File: config.mk
export PLATFORM = sky130hd
export DESIGN_NAME = pak_port_aux_top
export DESIGN_NICKNAME = d
export VERILOG_FILES = /design/src/core/pak_pkg.sv /design/src/core/pak_kp_if.sv /design/src/core/pak_keypad_det.sv /design/src/core/pak_port_aux_top.sv
export SDC_FILE = /design/constraint.sdc
export NUM_CORES = 1
export LEC_CHECK = 0
export BUFFER_PORTS_ARGS = -buffer_cell sky130_fd_sc_hd__clkbuf_2
export CORE_MARGIN = 2
export CORE_UTILIZATION = 45
export CTS_BUF_LIST = sky130_fd_sc_hd__clkbuf_4
export DETAILED_ROUTE_END_ITERATION = 10
export PLACE_DENSITY = 0.8
export SYNTH_ARGS = -nofsm -noshare
export SYNTH_HDL_FRONTEND = slang
export SYNTH_HIERARCHICAL = 1
export SYNTH_SLANG_ARGS = --single-unit
File: constraint.sdc
create_clock -name CLK_IN -period 1.95 [get_ports CLK_IN]
set_clock_uncertainty 0.2 [all_clocks]
set_input_delay 0.0975 -clock CLK_IN [delete_from_list [all_inputs] [get_ports CLK_IN]]
set_output_delay 0.0975 -clock CLK_IN [all_outputs]
set_load 0.05 [all_outputs]
File: src/core/pak_pkg.sv
// Constants and types for the port auxiliary config and keypad interrupt block.
// Assumes a byte-wide register map on a 32-bit classic Wishbone bus.
package pak_pkg;
    // ==========================================================
    // Register byte addresses
    localparam logic [7:0] ADDR_MODE_A = 8'hA4;
    localparam logic [7:0] ADDR_MODE_B = 8'hA8;
    localparam logic [7:0] ADDR_KP_EN = 8'hAC;
    localparam logic [7:0] ADDR_AUX_ONE = 8'hB0;
    localparam logic [7:0] ADDR_IRQ_STAT = 8'hB4;
    localparam logic [7:0] ADDR_IRQ_MASK = 8'hB8;

    // ==========================================================
    // Field positions in port2_mode_reg_a
    localparam int BIT_P2_SCHMITT = 7;
    localparam int BIT_P1_SCHMITT = 6;
    localparam int BIT_P0_SCHMITT = 5;
    localparam int BIT_CLK_OUT_EN = 4;
    localparam int BIT_TMR1_TGL_EN = 3;
    localparam int BIT_TMR0_TGL_EN = 2;
    localparam int BIT_P2_PIN1 = 1;
    localparam int BIT_P2_PIN0 = 0;

    // Field positions in aux_reg_one
    localparam int BIT_KP_FLAG = 7;
    localparam int BIT_KP_IRQ_EN = 0;

    // Event bits in the interrupt status and mask registers
    localparam int EV_KEYPAD = 0;
    localparam int EV_TMR0 = 1;
    localparam int EV_TMR1 = 2;
    localparam int EV_COUNT = 3;

    // ==========================================================
    // Reset values
    localparam logic [7:0] RST_BYTE = 8'h00;
    localparam logic [EV_COUNT-1:0] RST_EV = 3'h0;
    localparam logic [7:0] PINS_IDLE = 8'hFF;
    localparam logic [23:0] DAT_PAD = 24'h000000;

    // Output type of a port pin, {mode_a bit, mode_b bit}
    typedef enum logic [1:0] {
        OM_QUASI = 2'h0,
        OM_PUSH_PULL = 2'h1,
        OM_INPUT_ONLY = 2'h2,
        OM_OPEN_DRAIN = 2'h3
    } pak_out_mode_t;
endpackage

File: src/core/pak_kp_if.sv
// Interface between the register block and the keypad pin detector.
// Assumes both ends share one clock.
`timescale 1ns/10ps
`default_nettype none
interface pak_kp_if;
    logic [7:0] pins;
    logic [7:0] pin_en;
    logic active;
    logic hit;
    modport det (input pins, input pin_en, input active, output hit);
    modport ctl (output pins, output pin_en, output active, input hit);
endinterface
`default_nettype wire

File: src/core/pak_keypad_det.sv
// Keypad low-level detector: synchronises port 0 and flags any enabled low pin.
// Assumes raw pin levels and a register-side enable through pak_kp_if.
`timescale 1ns/10ps
`default_nettype none
module pak_keypad_det
    import pak_pkg::*;
(
    input wire logic clk_in,
    input wire logic reset_in,
    pak_kp_if.det kp
);
    typedef struct packed {
        logic [7:0] sync1;
        logic [7:0] sync2;
        logic hit;
    } pak_det_state_t;

    pak_det_state_t st;
    pak_det_state_t next_st;

    // ==========================================================
    // Two-flop synchroniser, then the low-level detect
    always_comb begin
        next_st = st;
        next_st.sync1 = kp.pins;
        next_st.sync2 = st.sync1;
        // Any enabled pin low, only while the keypad function is on
        next_st.hit = kp.active & (|(~st.sync2 & kp.pin_en));
    end

    // Pins idle high so reset never reports a press
    always_ff @(posedge clk_in) begin
        if (reset_in) begin
            st <= '{sync1: PINS_IDLE, sync2: PINS_IDLE, hit: 1'b0};
        end else begin
            st <= next_st;
        end
    end

    assign kp.hit = st.hit;

    a_sync_delay: assert property (
        @(posedge clk_in) disable iff (reset_in)
        !$past(reset_in) && !$past(reset_in, 2) |-> st.sync2 == $past(kp.pins, 2))
        else $error("synchroniser output is not the pin level two cycles back");

    a_hit_cause: assert property (
        @(posedge clk_in) disable iff (reset_in)
        !kp.active |=> !st.hit)
        else $error("keypad hit raised while keypad function off");
endmodule
`default_nettype wire

File: src/core/pak_port_aux_top.sv
// Port auxiliary configuration and keypad interrupt, with a Wishbone slave.
// Assumes a synchronous CLK_IN domain; timers and pin drivers live outside.
//
// Behaviour
// - Mode-A bits 7,6,5 enable Schmitt inputs on ports 2,1,0.
// - Clock-out enable with RC oscillator drives a clock on port 2 bit 0.
// - Timer 1 toggle enable flips port 0 bit 7 on each overflow.
// - Timer 0 toggle enable flips port 1 bit 2 on each overflow.
// - Mode-A bits 1,0 pair with mode-B bits for port 2 pins 1,0.
// - Pair 00 quasi, 01 push-pull, 10 input only, 11 open drain.
// - Any combination of port 0 pins may be keypad sources.
// - A keypad enable register selects the participating port 0 pins.
// - Enable bit n makes port 0 pin n a keypad source.
// - Flag sets when any enabled pin is low while keypad function active.
// - Keypad interrupt enable must be set before pin enables matter.
// - Keypad request goes out only when flag set and interrupt enabled.
// - Hardware never clears the keypad flag; software writes zero.
// - Enabled keypad interrupt drives the registered KEYPAD_IRQ_REQ_OUT; the wake path from idle and power-down lies outside.
`timescale 1ns/10ps
`default_nettype none
module pak_port_aux_top
    import pak_pkg::*;
(
    input wire logic CLK_IN,
    input wire logic RESET_IN,
    input wire logic WB_CYC_IN,
    input wire logic WB_STB_IN,
    input wire logic WB_WE_IN,
    input wire logic [7:0] WB_ADR_IN,
    input wire logic [3:0] WB_SEL_IN,
    input wire logic [31:0] WB_DAT_IN,
    output logic [31:0] WB_DAT_OUT,
    output logic WB_ACK_OUT,
    input wire logic [7:0] PORT0_IN,
    input wire logic RC_OSC_SEL_IN,
    input wire logic TMR0_OVF_IN,
    input wire logic TMR1_OVF_IN,
    output logic [2:0] SCHMITT_EN_OUT,
    output logic XTAL_OUT_PIN_OUT,
    output logic XTAL_OUT_PIN_OE_N_OUT,
    output logic PORT0_BIT7_OUT,
    output logic PORT0_BIT7_OE_N_OUT,
    output logic PORT1_BIT2_OUT,
    output logic PORT1_BIT2_OE_N_OUT,
    output logic [1:0] PORT2_BIT0_MODE_OUT,
    output logic [1:0] PORT2_BIT1_MODE_OUT,
    output logic KEYPAD_IRQ_REQ_OUT,
    output logic IRQ_OUT
);
    typedef struct packed {
        logic [7:0] mode_a;
        logic [7:0] mode_b;
        logic [7:0] kp_en;
        logic kp_flag;
        logic kp_irq_en;
        logic [EV_COUNT-1:0] irq_stat;
        logic [EV_COUNT-1:0] irq_mask;
        logic ack;
        logic [7:0] rdata;
        logic irq;
        logic kp_req;
        logic clk_div;
        logic xtal_oe_n;
        logic tgl_p07;
        logic tgl_p07_oe_n;
        logic tgl_p12;
        logic tgl_p12_oe_n;
        logic [2:0] schmitt;
        logic [1:0] p2_pin0_mode;
        logic [1:0] p2_pin1_mode;
    } pak_state_t;

    pak_state_t st;
    pak_state_t next_st;

    pak_kp_if kp_bus ();

    // ==========================================================
    // Helpers
    // Output type of one port 2 pin from its mode bit pair
    function automatic pak_out_mode_t out_mode(input logic bit_a, input logic bit_b);
        pak_out_mode_t m;
        m = pak_out_mode_t'({bit_a, bit_b});
        return m;
    endfunction

    // ==========================================================
    // Bus decode
    logic req;
    logic wr_lane;
    logic wr_mode_a;
    logic wr_mode_b;
    logic wr_kp_en;
    logic wr_aux_one;
    logic wr_irq_mask;
    logic rd_irq_stat;
    logic kp_flag_rise;
    logic [EV_COUNT-1:0] events;
    logic [7:0] rd_mux;

    // Single-cycle answer; ack drops the cycle after it is given
    assign req = WB_CYC_IN & WB_STB_IN & ~st.ack;
    assign wr_lane = req & WB_WE_IN & WB_SEL_IN[0];
    assign wr_mode_a = wr_lane & (WB_ADR_IN == ADDR_MODE_A);
    assign wr_mode_b = wr_lane & (WB_ADR_IN == ADDR_MODE_B);
    assign wr_kp_en = wr_lane & (WB_ADR_IN == ADDR_KP_EN);
    assign wr_aux_one = wr_lane & (WB_ADR_IN == ADDR_AUX_ONE);
    assign wr_irq_mask = wr_lane & (WB_ADR_IN == ADDR_IRQ_MASK);
    assign rd_irq_stat = req & ~WB_WE_IN & (WB_ADR_IN == ADDR_IRQ_STAT);

    // Read data; unmapped addresses answer zero rather than stall
    always_comb begin
        case (WB_ADR_IN)
            ADDR_MODE_A: rd_mux = st.mode_a;
            ADDR_MODE_B: rd_mux = st.mode_b;
            ADDR_KP_EN: rd_mux = st.kp_en;
            ADDR_AUX_ONE: begin
                rd_mux = RST_BYTE;
                rd_mux[BIT_KP_FLAG] = st.kp_flag;
                rd_mux[BIT_KP_IRQ_EN] = st.kp_irq_en;
            end
            ADDR_IRQ_STAT: rd_mux = {5'h00, st.irq_stat};
            ADDR_IRQ_MASK: rd_mux = {5'h00, st.irq_mask};
            default: rd_mux = RST_BYTE;
        endcase
    end

    // ==========================================================
    // Keypad detector hookup
    assign kp_bus.pins = PORT0_IN;
    assign kp_bus.pin_en = st.kp_en;
    assign kp_bus.active = st.kp_irq_en;

    pak_keypad_det u_det (
        .clk_in(CLK_IN),
        .reset_in(RESET_IN),
        .kp(kp_bus.det)
    );

    // Events that feed the sticky status bits
    // Rise taken from the hit itself, so the status path never reads next_st
    assign kp_flag_rise = kp_bus.hit & ~st.kp_flag;
    always_comb begin
        events = RST_EV;
        events[EV_KEYPAD] = kp_flag_rise;
        events[EV_TMR0] = TMR0_OVF_IN & st.mode_a[BIT_TMR0_TGL_EN];
        events[EV_TMR1] = TMR1_OVF_IN & st.mode_a[BIT_TMR1_TGL_EN];
    end

    // ==========================================================
    // Next-state logic
    always_comb begin
        next_st = st;
        next_st.ack = req;
        if (req & ~WB_WE_IN) begin
            next_st.rdata = rd_mux;
        end
        if (wr_mode_a) begin
            next_st.mode_a = WB_DAT_IN[7:0];
        end
        if (wr_mode_b) begin
            next_st.mode_b = WB_DAT_IN[7:0];
        end
        if (wr_kp_en) begin
            next_st.kp_en = WB_DAT_IN[7:0];
        end
        if (wr_irq_mask) begin
            next_st.irq_mask = WB_DAT_IN[EV_COUNT-1:0];
        end
        // Software can only clear the flag; writing one leaves it alone
        if (wr_aux_one) begin
            next_st.kp_irq_en = WB_DAT_IN[BIT_KP_IRQ_EN];
            if (!WB_DAT_IN[BIT_KP_FLAG]) begin
                next_st.kp_flag = 1'b0;
            end
        end
        // A press in the clearing cycle still sets the flag
        if (kp_bus.hit) begin
            next_st.kp_flag = 1'b1;
        end
        next_st.kp_req = next_st.kp_flag & next_st.kp_irq_en;

        // Read clears status; a same-cycle event wins
        next_st.irq_stat = (rd_irq_stat ? RST_EV : st.irq_stat) | events;
        next_st.irq = |(next_st.irq_stat & next_st.irq_mask);

        // Pin functions follow the new mode byte two cycles after a write
        next_st.schmitt = st.mode_a[BIT_P2_SCHMITT:BIT_P0_SCHMITT];
        next_st.p2_pin0_mode = out_mode(st.mode_a[BIT_P2_PIN0], st.mode_b[BIT_P2_PIN0]);
        next_st.p2_pin1_mode = out_mode(st.mode_a[BIT_P2_PIN1], st.mode_b[BIT_P2_PIN1]);

        // Clock out at half CLK_IN, only from the RC oscillator source
        if (st.mode_a[BIT_CLK_OUT_EN] & RC_OSC_SEL_IN) begin
            next_st.clk_div = ~st.clk_div;
            next_st.xtal_oe_n = 1'b0;
        end else begin
            next_st.clk_div = 1'b0;
            next_st.xtal_oe_n = 1'b1;
        end

        // Toggle outputs run at half the overflow rate
        next_st.tgl_p07_oe_n = ~st.mode_a[BIT_TMR1_TGL_EN];
        if (st.mode_a[BIT_TMR1_TGL_EN] & TMR1_OVF_IN) begin
            next_st.tgl_p07 = ~st.tgl_p07;
        end
        next_st.tgl_p12_oe_n = ~st.mode_a[BIT_TMR0_TGL_EN];
        if (st.mode_a[BIT_TMR0_TGL_EN] & TMR0_OVF_IN) begin
            next_st.tgl_p12 = ~st.tgl_p12;
        end
    end

    // ==========================================================
    // State register
    always_ff @(posedge CLK_IN) begin
        if (RESET_IN) begin
            st <= '0;
            st.xtal_oe_n <= 1'b1;
            st.tgl_p07_oe_n <= 1'b1;
            st.tgl_p12_oe_n <= 1'b1;
        end else begin
            st <= next_st;
        end
    end

    // ==========================================================
    // Outputs, all straight from the state register
    assign WB_DAT_OUT = {DAT_PAD, st.rdata};
    assign WB_ACK_OUT = st.ack;
    assign SCHMITT_EN_OUT = st.schmitt;
    assign XTAL_OUT_PIN_OUT = st.clk_div;
    assign XTAL_OUT_PIN_OE_N_OUT = st.xtal_oe_n;
    assign PORT0_BIT7_OUT = st.tgl_p07;
    assign PORT0_BIT7_OE_N_OUT = st.tgl_p07_oe_n;
    assign PORT1_BIT2_OUT = st.tgl_p12;
    assign PORT1_BIT2_OE_N_OUT = st.tgl_p12_oe_n;
    assign PORT2_BIT0_MODE_OUT = st.p2_pin0_mode;
    assign PORT2_BIT1_MODE_OUT = st.p2_pin1_mode;
    // Registered request; with CLK_IN stopped the wake path must be outside
    assign KEYPAD_IRQ_REQ_OUT = st.kp_req;
    assign IRQ_OUT = st.irq;

    // ==========================================================
    // Checks
    a_schmitt_write: assert property (
        @(posedge CLK_IN) disable iff (RESET_IN)
        wr_mode_a |=> ##1 SCHMITT_EN_OUT == $past(WB_DAT_IN[7:5], 2))
        else $error("Schmitt enables do not follow the mode byte");

    a_clk_out_drive: assert property (
        @(posedge CLK_IN) disable iff (RESET_IN)
        st.mode_a[BIT_CLK_OUT_EN] && RC_OSC_SEL_IN |=> !XTAL_OUT_PIN_OE_N_OUT
            && XTAL_OUT_PIN_OUT != $past(XTAL_OUT_PIN_OUT))
        else $error("clock output not running while enabled");

    a_t1_toggle: assert property (
        @(posedge CLK_IN) disable iff (RESET_IN)
        st.mode_a[BIT_TMR1_TGL_EN] && TMR1_OVF_IN |=> PORT0_BIT7_OUT != $past(PORT0_BIT7_OUT))
        else $error("port 0 bit 7 missed a timer 1 overflow");

    a_t0_toggle: assert property (
        @(posedge CLK_IN) disable iff (RESET_IN)
        !st.mode_a[BIT_TMR0_TGL_EN] |=> $stable(PORT1_BIT2_OUT))
        else $error("port 1 bit 2 toggled while disabled");

    a_p2_mode_pair: assert property (
        @(posedge CLK_IN) disable iff (RESET_IN)
        !$past(RESET_IN) |-> PORT2_BIT1_MODE_OUT ==
            {$past(st.mode_a[BIT_P2_PIN1]), $past(st.mode_b[BIT_P2_PIN1])})
        else $error("port 2 pin 1 output type mismatch");

    a_kp_flag_set: assert property (
        @(posedge CLK_IN) disable iff (RESET_IN)
        kp_bus.hit |=> st.kp_flag && KEYPAD_IRQ_REQ_OUT == st.kp_irq_en)
        else $error("keypad hit did not set the flag");

    a_kp_flag_hold: assert property (
        @(posedge CLK_IN) disable iff (RESET_IN)
        st.kp_flag && !(wr_aux_one && !WB_DAT_IN[BIT_KP_FLAG]) |=> st.kp_flag)
        else $error("keypad flag cleared without a software write");

    a_kp_req_gate: assert property (
        @(posedge CLK_IN) disable iff (RESET_IN)
        KEYPAD_IRQ_REQ_OUT |-> st.kp_flag && st.kp_irq_en)
        else $error("keypad request without flag and enable");

    a_mode_reset: assert property (
        @(posedge CLK_IN) disable iff (RESET_IN)
        $fell(RESET_IN) |-> st.mode_a == RST_BYTE && XTAL_OUT_PIN_OE_N_OUT)
        else $error("mode byte not zero after reset");

    a_ack_single: assert property (
        @(posedge CLK_IN) disable iff (RESET_IN)
        WB_ACK_OUT |=> !WB_ACK_OUT)
        else $error("ack held longer than one cycle");

    // Toggle outputs hold while off and flip on every enabled overflow
    a_t1_hold: assert property (
        @(posedge CLK_IN) disable iff (RESET_IN)
        !st.mode_a[BIT_TMR1_TGL_EN] |=> $stable(PORT0_BIT7_OUT))
        else $error("port 0 bit 7 toggled while disabled");

    a_t0_flip: assert property (
        @(posedge CLK_IN) disable iff (RESET_IN)
        st.mode_a[BIT_TMR0_TGL_EN] && TMR0_OVF_IN |=> PORT1_BIT2_OUT != $past(PORT1_BIT2_OUT))
        else $error("port 1 bit 2 missed a timer 0 overflow");

    a_p2_pin0_pair: assert property (
        @(posedge CLK_IN) disable iff (RESET_IN)
        !$past(RESET_IN) |-> PORT2_BIT0_MODE_OUT ==
            {$past(st.mode_a[BIT_P2_PIN0]), $past(st.mode_b[BIT_P2_PIN0])})
        else $error("port 2 pin 0 output type mismatch");
endmodule
`default_nettype wire

# ---- Word-level counts from Yosys, hierarchy flattened
# Index checks and enable logic that the tools add are counted.
dict set report word_totals {
  register_bits 73
  input_bits 60
  out_inout_bits 48
  wordCells 69
}
dict set report classes {
  eq_ne 6
  n_mux 7
  n_bitwise 30
  n_reduce_logical 3
}
# operator count
set op_table {}
lappend op_table {{$eq 8x8->1 const B} 6}
lappend op_table {{$pmux 8 s6} 1}
lappend op_table {{$and 1x1->1} 17}
lappend op_table {{$not 1->1} 9}
lappend op_table {{$and 8x8->8} 1}
lappend op_table {{$not 8->8} 1}
lappend op_table {{$reduce_or 8->1} 1}
lappend op_table {{$mux 3} 2}
lappend op_table {{$and 3x3->3} 1}
lappend op_table {{$mux 1} 3}
lappend op_table {{$or 3x3->3} 1}
lappend op_table {{$reduce_or 3->1} 1}
lappend op_table {{$mux 2} 1}
lappend op_table {{$reduce_or 2->1} 1}

# ---- Longest topological paths before layout
# Gate-level depths: netlist (run 1).
dict set report depth {
  depth_word 8
  ltp_mapped 7
}

# ---- Cells and area by module
# The synthesis (run 1) kept the hierarchy.
# mod n_inst cells_each area_per_inst_um2 seq_area_each_um2
set by_module_without_submodules {}
lappend by_module_without_submodules {pak_port_aux_top 1 270 2611.3 1121.1}
lappend by_module_without_submodules {pak_keypad_det 1 48 518.0 340.3}

# ---- Least setup slack after synthesis (run 1)
# No wires, ideal clock.
dict set report synth_timing {
  path_kind {register -> register}
  from {register st (netlist bit WB_ACK_OUT)}
  to {register st (netlist bit IRQ_OUT)}
  setup_ns 0.122
  arrival_time_ns 1.888
  required_time_ns 1.628
  setup_slack_ns -0.260
  path_stages_with_launch 7
  n_path_buf 1
  period_less_slack_ns 2.210
  cell_sequence {dfxtp_1 -> and3b_1 -> and3_1 -> buf_4 -> nand4b_4 -> mux2_1 -> a221o_1}
}
dict set report synth_via {
  elab_chain_cells 8
}
# element line_no
set synth_lines {}
lappend synth_lines {{start, declared} pak_port_aux_top.sv:73} ;# pak_state_t st;
lappend synth_lines {{start signal, assigned} pak_port_aux_top.sv:221} ;# st <= next_st;
lappend synth_lines {{$not 1->1 *} pak_port_aux_top.sv:102} ;# assign req = WB_CYC_IN & WB_STB_IN & ~st.ack;
lappend synth_lines {{$and 1x1->1 *} pak_port_aux_top.sv:102}
lappend synth_lines {{$and 1x1->1 (on tied branches) (2 in series)} {pak_port_aux_top.sv:109, pak_port_aux_top.sv:103}}
lappend synth_lines {{$mux 3 / $and 1x1->1 (equally long branches)} {pak_port_aux_top.sv:184, pak_port_aux_top.sv:108}}
lappend synth_lines {{$or 3x3->3 / $mux 3 (equally long branches)} {pak_port_aux_top.sv:184, pak_port_aux_top.sv:167}}
lappend synth_lines {{$and 3x3->3 *} pak_port_aux_top.sv:185} ;# next_st.irq = |(next_st.irq_stat & next_st.irq_mask);
lappend synth_lines {{$reduce_or 3->1 *} pak_port_aux_top.sv:185}
# Mark *: on every way between the ends. The rest lies on a longest branch, timed or not.
# A chain may end at the register's enable or synchronous reset.

# ---- Final worst setup path (run 1)
# Ends and elaborated chain as after synthesis.

==> results of run 1 <==
-- cells in the mapped netlist, drive strengths merged, types with 6 or more instances --
| cell | instances |
|---|---|
| nor3 | 7 |
| or2 | 17 |
| a22oi | 9 |
| dfxtp | 73 |
| a21oi | 6 |
| mux2 | 10 |
| buf | 45 |
| nand2 | 12 |
| inv | 9 |
| nor2b | 14 |
| mux2i | 27 |
| clkbuf | 9 |
| nor2 | 36 |
-- placed cells by master, fill, tap and decap left out, types with 8 or more instances in the layout --
cell and count:
dfxtp_1 72, clkbuf_2 56, nor2_1 35, mux2i_1 27, conb_1 24, dlygate4sd3_1 24
or2_2 16, nor2b_1 14, buf_4 13, nand2_1 12, inv_1 9, a22oi_1 9
clkbuf_4 9, mux2_2 8
-- flip-flops by register name, summed over array words and instances (netlist names) --
name / flops
u_det/st: 8
IRQ_OUT: 1
kp_bus.pin_en: 8
PORT1_BIT2_OUT: 1
WB_ACK_OUT: 1
PORT0_BIT7_OE_N_OUT: 1
XTAL_OUT_PIN_OUT: 1
u_det/next_st: 8
PORT0_BIT7_OUT: 1
SCHMITT_EN_OUT: 3
st: 16
WB_DAT_OUT: 8
kp_bus.active: 1
next_st: 7
KEYPAD_IRQ_REQ_OUT: 1
PORT1_BIT2_OE_N_OUT: 1
XTAL_OUT_PIN_OE_N_OUT: 1
u_det/kp.hit: 1
PORT2_BIT1_MODE_OUT: 2
PORT2_BIT0_MODE_OUT: 2
-- layer usage --
metal  routed length (µm)  vias up
li1                     -     1170
met1                 2770     1067
met2                 3150       84
met3                  376       14
met4                  150        0
met5                    0        -
-- kinds of logic after synthesis --
family | share of synthesized area, %
AND/OR/NAND/NOR | 19.4
flip-flops | 46.7
buffers and inverters | 12.7
multiplexers | 12.4
AO/OA/AOI/OAI | 8.16
XOR/XNOR | 0.560
other | 0.120
-- worst max-delay path: cells and delay by family (launching register included) --
kind,cells,cell delay (ns)
DFF,1,0.36
buffers and inverters,1,0.16
AOI/OAI and AO/OA,3,0.61
and+or+nand+nor,2,0.46
-- cell type report --
| type | count | area [µm²] | area share [%] |
|---|---|---|---|
| timing repair buffer | 95 | 658 | 17.5 |
| clock buffer | 9 | 67.6 | 1.80 |
| inverter | 10 | 37.5 | 0.998 |
| sequential | 73 | 1470 | 38.9 |
| clock inverter | 6 | 58.8 | 1.56 |
| multi-input combinational | 204 | 1380 | 36.5 |
| tap | 80 | 100 | 2.66 |
-- power by group --
part | internal (mW) | leakage [nW] | switching [mW] | total [mW]
clock network | 0.378 | 0.0673 | 0.506 | 0.884
logic | 0.0945 | 1.06 | 0.197 | 0.291
registers | 1.51 | 0.593 | 0.00386 | 1.51
-- stage by stage --
stage               TNS [ns]  instance area [µm²]
finish                     0                 3760
global route               0                 3760
CTS                        0                 3750
detailed placement    -0.192                 3380
global placement     -0.0765                 3380
floorplan                  0                 3230
-- worst max path at each step --
stage	depth (start not counted)	endpoint
detailed placement	6	IRQ_OUT
global placement	6	IRQ_OUT
finish	6	IRQ_OUT
global route	6	IRQ_OUT
CTS	5	IRQ_OUT
floorplan	6	IRQ_OUT
-- repair_timing --
| action | in CTS | in global routing |
|---|---|---|
| resized for setup | 1 | 3 |
| hold buffers | 24 | 0 |
| setup endpoints to repair | 2 | 10 |
| pin swaps | 0 | 2 |
| hold endpoints to repair | 49 | 0 |
| gates cloned | 0 | 0 |
==> impl_metrics.ini, run 1 <==
[route]
wl_per_cell_um = 13.5
via_count = 2335
wl_mm = 6.45
routed_via_density = 4.90
ant_nets = 0
drt_iter0_markers = 157
first_pass_iters = 4
drc_errors = 0

[setup_path]
r2r_start = WB_ACK_OUT
cpPeakStageDelay_ns = 0.36
worstSetupPathType = flip-flop to flip-flop
worstPathArrival_ns = 2.02
required_ns = 2.07
crit_start = WB_ACK_OUT
rrSetupSlack_ns = 0.05
r2r_end = IRQ_OUT
worstRegToRegCells = 6
cp_cell_sequence = and3b_2 -> and3_4 -> buf_4 -> a31oi_1 -> o21a_1 -> a221o_1
crit_path_end_kind = flip-flop
cp_max_fo = 6
startpoint_type = flip-flop
cpMaxStageDelayCell = dfxtp_4

[clock_network]
htree_levels = 3
post_cts_buffers = 0
cts.sinks = 73
cts_inserted_buffers = 9
clockBufferDepth = 2
clk_pin_slew_ns = 0.12
clockRootBuffer = clkbuf_4
insertion_delay_ns = 0.42
cts_tree = yes

[cells_and_area]
fin_nets = 453
drive_gt1_share_pct = 30.2
finalNonFillerCells = 477
n_antenna_cell = 0
fillers = 591
area_growth_syn_to_layout_pct = 20.2
utilization_pct = 55.7

[synthesis]
synth-async-reset-ratio_pct = 0
ys_top_cells_by_area = dfxtp_1 47%, buf_4 9.8%, mux2i_1 8.6%
yosysTopAreaCell = dfxtp_1
ys_seq_area_share_pct = 46.7
netlist.area_leader.share_pct = 46.7
yosysWarnings = 6
ys_seq_elements = 73
syn-cell-area_um2 = 3130
syn_area_per_cell_um2 = 9.84
synth_ff_type = dfxtp_1
netlist_instances = 318
synth_edf_count = 0
netlist-cell-type-count = 48

[global_route]
antenna_found_initial = 0
grt_overflow_total = 0
grt_pass1_vias = 2193
grtUsageMet2_pct = 28.2
grt_max_degree = 31
grt_pass1_wl_mm = 10.2
grtUsageTotal_pct = 17.5
grt_use_met3_pct = 4.93
met1_usage_pct = 21.2
top_usage_layer = met2

[worst_hold_path]
holdPathStages = 6
min_to = WB_DAT_OUT[0]
hp-start = WB_ADR_IN[5]
hp-class = primary input to flip-flop

[timing]
final-max-slew-violation-count = 0
fin_crit_ns = 1.90
slew_headroom_pct = 64.5
fmax_mhz = 526
grt_setup_unrepaired = false
worst_pin_slew_ns = 0.533
holdWs_ns = 0.0358
setup_slack_ns = 0.0505
fin_crit_sh_pct = 97.4
setup_viol = 0
hold_viol = 0

[die]
initial_utilization_pct = 46.3
num_rows = 30
die-area_um2 = 7640
dieWidth_um = 87.4
ios = 108
coreArea_um2 = 6760
dieHeight_um = 87.4

[placed_design]
io_buffer_count = 56
gp_congestion = 0.881
post-place-cells = 438
post-dp-hpwl_mm = 4.47
dp_slack_ns = -0.120

[pwr]
peakVddDrop_uv = 346
power_density_nw_per_um2 = 714
p_total_mw = 2.68
p_leak_nw = 1.72

[job]
maxCapViolations = 0

[run_status]
outcome = completed
(Power assumes the default switching activity.)
==> run 2: changes to the inputs <==
--- a/config.mk
+++ b/config.mk
@@ -10,7 +10,7 @@
 export CORE_UTILIZATION = 45
 export CTS_BUF_LIST = sky130_fd_sc_hd__clkbuf_4
 export DETAILED_ROUTE_END_ITERATION = 10
-export PLACE_DENSITY = 0.8
+export PLACE_DENSITY = 0.76
 export SYNTH_ARGS = -nofsm -noshare
 export SYNTH_HDL_FRONTEND = slang
 export SYNTH_HIERARCHICAL = 1
==> run 2 against run 1 <==
Effect of this change:
- wire length is 4.5% lower
- sequential power about the same
- worst setup slack gained 0.042 ns
- core utilization rose by 0.59 points
- sequential cell count is the same
- largest power group unchanged
- combinational power is 1% lower
- first-iteration DRC count down 25%
==> impl_metrics.ini, run 2 (synthesis gave the netlist of run 1 again) <==
[cells_and_area]
mostFrequentLayoutCell = dfxtp_1
drive_gt1_share_pct = 31.8
finalNonFillerCells = 483
regMostFlops = st
n_antenna_cell = 0
design_area_um2 = 3800
area_growth_syn_to_layout_pct = 21.5
largest_register_ffs = 16
fillers = 595
fin_nets = 458
final_cell_mix = 72 x dfxtp_1, 56 x clkbuf_2, 35 x nor2_1

[setup_path]
worstSetupPathDepth = 5
startpoint_type = flip-flop
crit_start = WB_ACK_OUT
r2r_start = WB_ACK_OUT
worstPathArrival_ns = 2.00
cpPeakStageDelay_ns = 0.36
cp_num_buf_inv = 0
cp_top_family = simple AND/OR/NAND/NOR gates
worstSetupPathType = flip-flop to flip-flop
cp_max_fo = 4
r2r_end = IRQ_OUT
cpMaxStageDelayCell = dfxtp_4
crit_path_end_kind = flip-flop
cp_cell_sequence = and3b_1 -> and3_4 -> nand4b_4 -> mux2_4 -> a221o_1
worstRegToRegCells = 5
required_ns = 2.09
crit_path_end = IRQ_OUT
rrSetupSlack_ns = 0.09

[route]
ant_nets = 0
first_pass_iters = 4
routed_via_density = 4.87
drt_iter0_markers = 117
drc_errors = 0
wl_per_cell_um = 12.7
via_count = 2351
wl_mm = 6.16

[die]
dieWidth_um = 87.4
coreArea_um2 = 6760
num_rows = 30
dieHeight_um = 87.4
ios = 108
die-area_um2 = 7640
initial_utilization_pct = 46.3

[pwr]
p_total_mw = 2.88
peakVddDrop_uv = 353
p_leak_nw = 1.75
power_density_nw_per_um2 = 756

[job]
maxCapViolations = 0

[timing]
slew_headroom_pct = 60.4
fin_crit_ns = 1.86
hold_viol = 0
fin_crit_sh_pct = 95.2
worst_pin_slew_ns = 0.594
fmax_mhz = 538
final-max-slew-violation-count = 0
setup_viol = 0
holdWs_ns = 0.0164
fin_setup_tns_ns = 0
grt_setup_unrepaired = false

[worst_hold_path]
hp-class = primary input to flip-flop

[placed_design]
io_buffer_count = 56
post-dp-hpwl_mm = 4.50
post-place-cells = 444
gp_congestion = 0.934
place_area_um2 = 3400

[clock_network]
htree_levels = 3
clk_pin_slew_ns = 0.12
cts_tree = yes
clockRootBuffer = clkbuf_4
clockBufferDepth = 2
cts.sinks = 73
insertion_delay_ns = 0.44
cts_inserted_buffers = 9

[global_route]
grt_overflow_total = 0
grt_pass1_vias = 2224
grt_max_degree = 29
grtUsageTotal_pct = 17.2
grt_pass1_wl_mm = 10.1
antenna_found_initial = 0

[run_status]
outcome = completed
==> run 2: timing repair <==
action,in CTS,in global routing
gates resized for setup,1,1
gates cloned,0,0
pin swaps,0,2
endpoints found under the setup margin,1,2
buffers inserted,0,0
hold endpoints to repair,48,0
hold buffers,23,0
==> run 2: worst min path at each step <==
stage	from	to	depth (start not counted)
finish	WB_STB_IN	WB_DAT_OUT[0]	5
global route	WB_STB_IN	WB_DAT_OUT[2]	5
CTS	WB_ADR_IN[5]	WB_DAT_OUT[0]	6
detailed placement	PORT0_IN[4]	u_det/next_st[5]	2
global placement	PORT0_IN[4]	u_det/next_st[5]	2
floorplan	RESET_IN	st[29]	1
==> run 2: power by group <==
part / switching, mW / leakage [nW] / internal (mW)
logic: 0.191 / 1.07 / 0.0955
clock network: 0.541 / 0.0870 / 0.538
registers: 0.00351 / 0.593 / 1.51
total: 0.736 / 1.75 / 2.14
==> run 2: area by class of cell <==
cell class                 count  area (µm²)  area share, %
clock buffer                  10        75.1           1.97
multi-input combinational    204        1370           35.9
inverter                      10        37.5          0.987
sequential                    73        1470           38.5
timing repair buffer         100         668           17.6
tap                           80         100           2.63
clock inverter                 6        90.1           2.37
==> run 2: routing by layer <==
layer	up-vias	wire length (µm)	track usage (%)	share of wire, %
met2	80	2890	27.8	47
li1	1182	-	-	-
met3	14	381	4.93	6.2
met1	1075	2720	20.8	44
met5	-	0	0	0
met4	0	162	8.67	2.6
==> run 2: through the flow <==
stage / setup slack (ns) / utilization [%]
6_report: 0.0927 / 56.3
5_1_grt: 0.0156 / 56.3
4_1_cts: 0.0345 / 56.2
3_5_place_dp: -0.103 / 50.4
3_3_place_gp: -0.0653 / 50.4
2_1_floorplan: 0.0140 / -
==> run 2: worst min-delay path: stages <==
cell	delay, ns
clkbuf_2	0.09
nand4bb_1	0.12
buf_4	0.19
nand2_1	0.06
a21oi_1	0.05
==> run 3: changes to the inputs <==
--- a/config.mk
+++ b/config.mk
@@ -5,12 +5,13 @@
 export SDC_FILE = /design/constraint.sdc
 export NUM_CORES = 1
 export LEC_CHECK = 0
+export ABC_AREA = 1
 export BUFFER_PORTS_ARGS = -buffer_cell sky130_fd_sc_hd__clkbuf_2
 export CORE_MARGIN = 2
 export CORE_UTILIZATION = 45
 export CTS_BUF_LIST = sky130_fd_sc_hd__clkbuf_4
 export DETAILED_ROUTE_END_ITERATION = 10
-export PLACE_DENSITY = 0.76
+export PLACE_DENSITY = 0.75
 export SYNTH_ARGS = -nofsm -noshare
 export SYNTH_HDL_FRONTEND = slang
 export SYNTH_HIERARCHICAL = 1
==> run 3 against run 2 <==
Effect of this change:
- the run now ends with negative hold slack left
- area after synthesis grew 2.4%
- sequential cell count is the same
- die area grew 2.3%
- worst setup slack gained 0.0088 ns
- synthesized cell count grew 23%
- largest cell class unchanged
- via count grew 11%
- register-to-register slack gained 0.03 ns
- largest power group unchanged
- core utilization grew 0.39 points
- clock power grew 17%
==> impl_metrics.ini, run 3 <==
[run_status]
outcome = complete, but fails checks
violations = negative hold slack

[synthesis]
ys_top_cells_by_area = dfxtp_1 46%, buf_4 9.4%, nand2_1 7.1%
synth_ff_type = dfxtp_1
synth_edf_count = 0
syn-cell-area_um2 = 3200
synth-async-reset-ratio_pct = 0
ys_seq_area_share_pct = 45.6
synth_top_family_by_area = simple AND/OR/NAND/NOR gates
yosysMostFrequentCell = dfxtp_1
synth_compound_area_share_pct = 12.3
synth_fa_ha_area_share_pct = 0
netlist_instances = 391
yosysWarnings = 6
syn_area_per_cell_um2 = 8.20
synthSimpleGateAreaFrac_pct = 24.3
ys_seq_elements = 73
synth_mux_area_share_pct = 0
netlist-cell-type-count = 30
synth-xor-area-share_pct = 0.547
synthTopCellsByCount = 73 x dfxtp_1, 61 x nand2_1, 40 x buf_4
netlist.area_leader.share_pct = 45.6
yosysTopAreaCell = dfxtp_1

[route]
top_layer = met4
first_pass_iters = 4
wl_mm = 6.39
via_count = 2617
drc_errors = 0
ant_nets = 0
drt_iter0_markers = 133
wirelength_met1_mm = 2.71
wl_per_cell_um = 11.2
met3_length_um = 416
routed_via_density = 4.61
wl_met2_mm = 3.11

[global_route]
grt_pass1_wl_mm = 10.1
antenna_found_initial = 0
grtUsageTotal_pct = 17.1
grt_pass1_vias = 2261
grt_max_degree = 31
grt_overflow_total = 0

[die]
dieWidth_um = 88.4
num_rows = 30
dieHeight_um = 88.4
initial_utilization_pct = 46.9
die-area_um2 = 7810
ios = 108
coreArea_um2 = 6830

[clock_network]
clockBufferDepth = 2
insertion_delay_ns = 0.42
cts.sinks = 73
clk_pin_slew_ns = 0.11
clockRootBuffer = clkbuf_4
htree_levels = 3
cts_inserted_buffers = 9
cts_tree = yes

[cells_and_area]
mostFrequentLayoutCell = dfxtp_1
largest_register_ffs = 16
n_antenna_cell = 0
drive_gt1_share_pct = 22.7
fillers = 635
multi_input_area_um2 = 1290
design_area_um2 = 3870
fin_nets = 527
regMostFlops = st
final_cell_mix = 73 x dfxtp_1, 61 x nand2_1, 56 x clkbuf_2
area_growth_syn_to_layout_pct = 20.8
seqCellArea_um2 = 1460

[timing]
fmax_mhz = 541
setup_viol = 0
grt_setup_unrepaired = false
fin_crit_sh_pct = 94.8
hold_viol = 3
setup_slack_ns = 0.101
holdWs_ns = -0.00648
fin_setup_tns_ns = 0
final-max-slew-violation-count = 0
fin_crit_ns = 1.85

[setup_path]
cp_common_cell = dlygate4sd3_1
startpoint_type = primary input
cp_max_fo = 6
worstSetupPathType = primary input to flip-flop
worstPathArrival_ns = 1.96
cpMaxStageDelayCell = dlygate4sd3_1
cpPeakStageDelay_ns = 0.58
required_ns = 2.06
crit_path_end_kind = flip-flop
cp_cell_sequence = dlygate4sd3_1 -> clkbuf_2 -> inv_2 -> nand2_2 -> nor2_4 -> nand3_1 -> nand2_1 -> a21oi_1 -> dlygate4sd3_1

[placed_design]
gp_congestion = 0.827
post-dp-hpwl_mm = 4.41
dp_slack_ns = 0.333
place_area_um2 = 3340
io_buffer_count = 56

[pwr]
p_total_mw = 3.07
power_density_nw_per_um2 = 792
p_leak_nw = 1.88
peakVddDrop_uv = 567

[job]
maxCapViolations = 0

[worst_hold_path]
hp-class = primary input to flip-flop
run 3: cell types whose count changed after synthesis, moves of 15 or more:
cell | previous run | this run
nand3_1 | 2 | 33
mux2i_1 | 27 | 0
o21ai_0 | 4 | 23
nand2_1 | 12 | 61
a21oi_1 | 6 | 38
nor2_1 | 35 | 20
inv_1 | 9 | 36
run 3: area by class of cell:
type | count | area share (%)
tap | 96 | 3.10
sequential | 73 | 37.8
timing repair buffer | 95 | 16.9
clock inverter | 7 | 3.43
clock buffer | 9 | 1.75
multi-input combinational | 249 | 33.3
inverter | 39 | 3.85
run 3: per-layer routing:
layer | vias to the layer above | GRT usage (%)
li1 | 1350 | -
met1 | 1162 | 19.8
met2 | 89 | 28.6
met3 | 16 | 6.62
met4 | 0 | 6.61
met5 | - | 0
run 3: timing repair:
action | CTS | global route
hold buffers | 32 | 0
setup endpoints to repair | 0 | 2
hold endpoints to repair | 53 | 0
setup buffers | 0 | 1
gates resized for setup | 0 | 2
run 3: worst max-delay path: cells and delay by family:
kind | cells | cell delay (ns)
buf+inv | 4 | 1.30
simple gates | 4 | 0.50
compound gates | 1 | 0.06
run 3: logic make-up after synthesis:
| logic type | after synthesis |
|---|---|
| AOI/OAI and AO/OA | 74 |
| xor gates and xnor gates | 2 |
| DFF | 73 |
| and+or+nand+nor | 149 |
| buffers and inverters | 92 |
| other | 1 |
run 3: per-stage QoR:
| stage | util [%] | hold WS [ns] | cells |
|---|---|---|---|
| floorplan | - | -0.00536 | 414 |
| global placement | 48.8 | 0.0771 | 519 |
| detailed placement | 48.8 | 0.0764 | 519 |
| CTS | 56.4 | 0.000485 | 567 |
| global route | 56.7 | 0.0239 | 568 |
| finish | 56.7 | -0.00648 | 568 |
run 3: final timing paths:
| path | startpoint | end | slack [ns] | cells past startpoint |
|---|---|---|---|---|
| max | WB_ADR_IN[6] | st[28] | 0.10 | 9 |
| min | RESET_IN | PORT1_BIT2_OUT | -0.006 | 2 |
| max reg2reg | WB_ACK_OUT | st[25] | 0.12 | 6 |
| min reg2reg | u_det/next_st[6] | u_det/st[6] | 0.21 | 1 |
run 3: power breakdown:
| group | leakage [nW] | total (mW) | internal (mW) | switching [mW] |
|---|---|---|---|---|
| Sequential | 0.592 | 1.51 | 1.51 | 0.00459 |
| Combinational | 1.18 | 0.295 | 0.0919 | 0.203 |
| Clock | 0.105 | 1.26 | 0.768 | 0.490 |
| Total | 1.88 | 3.07 | 2.37 | 0.698 |
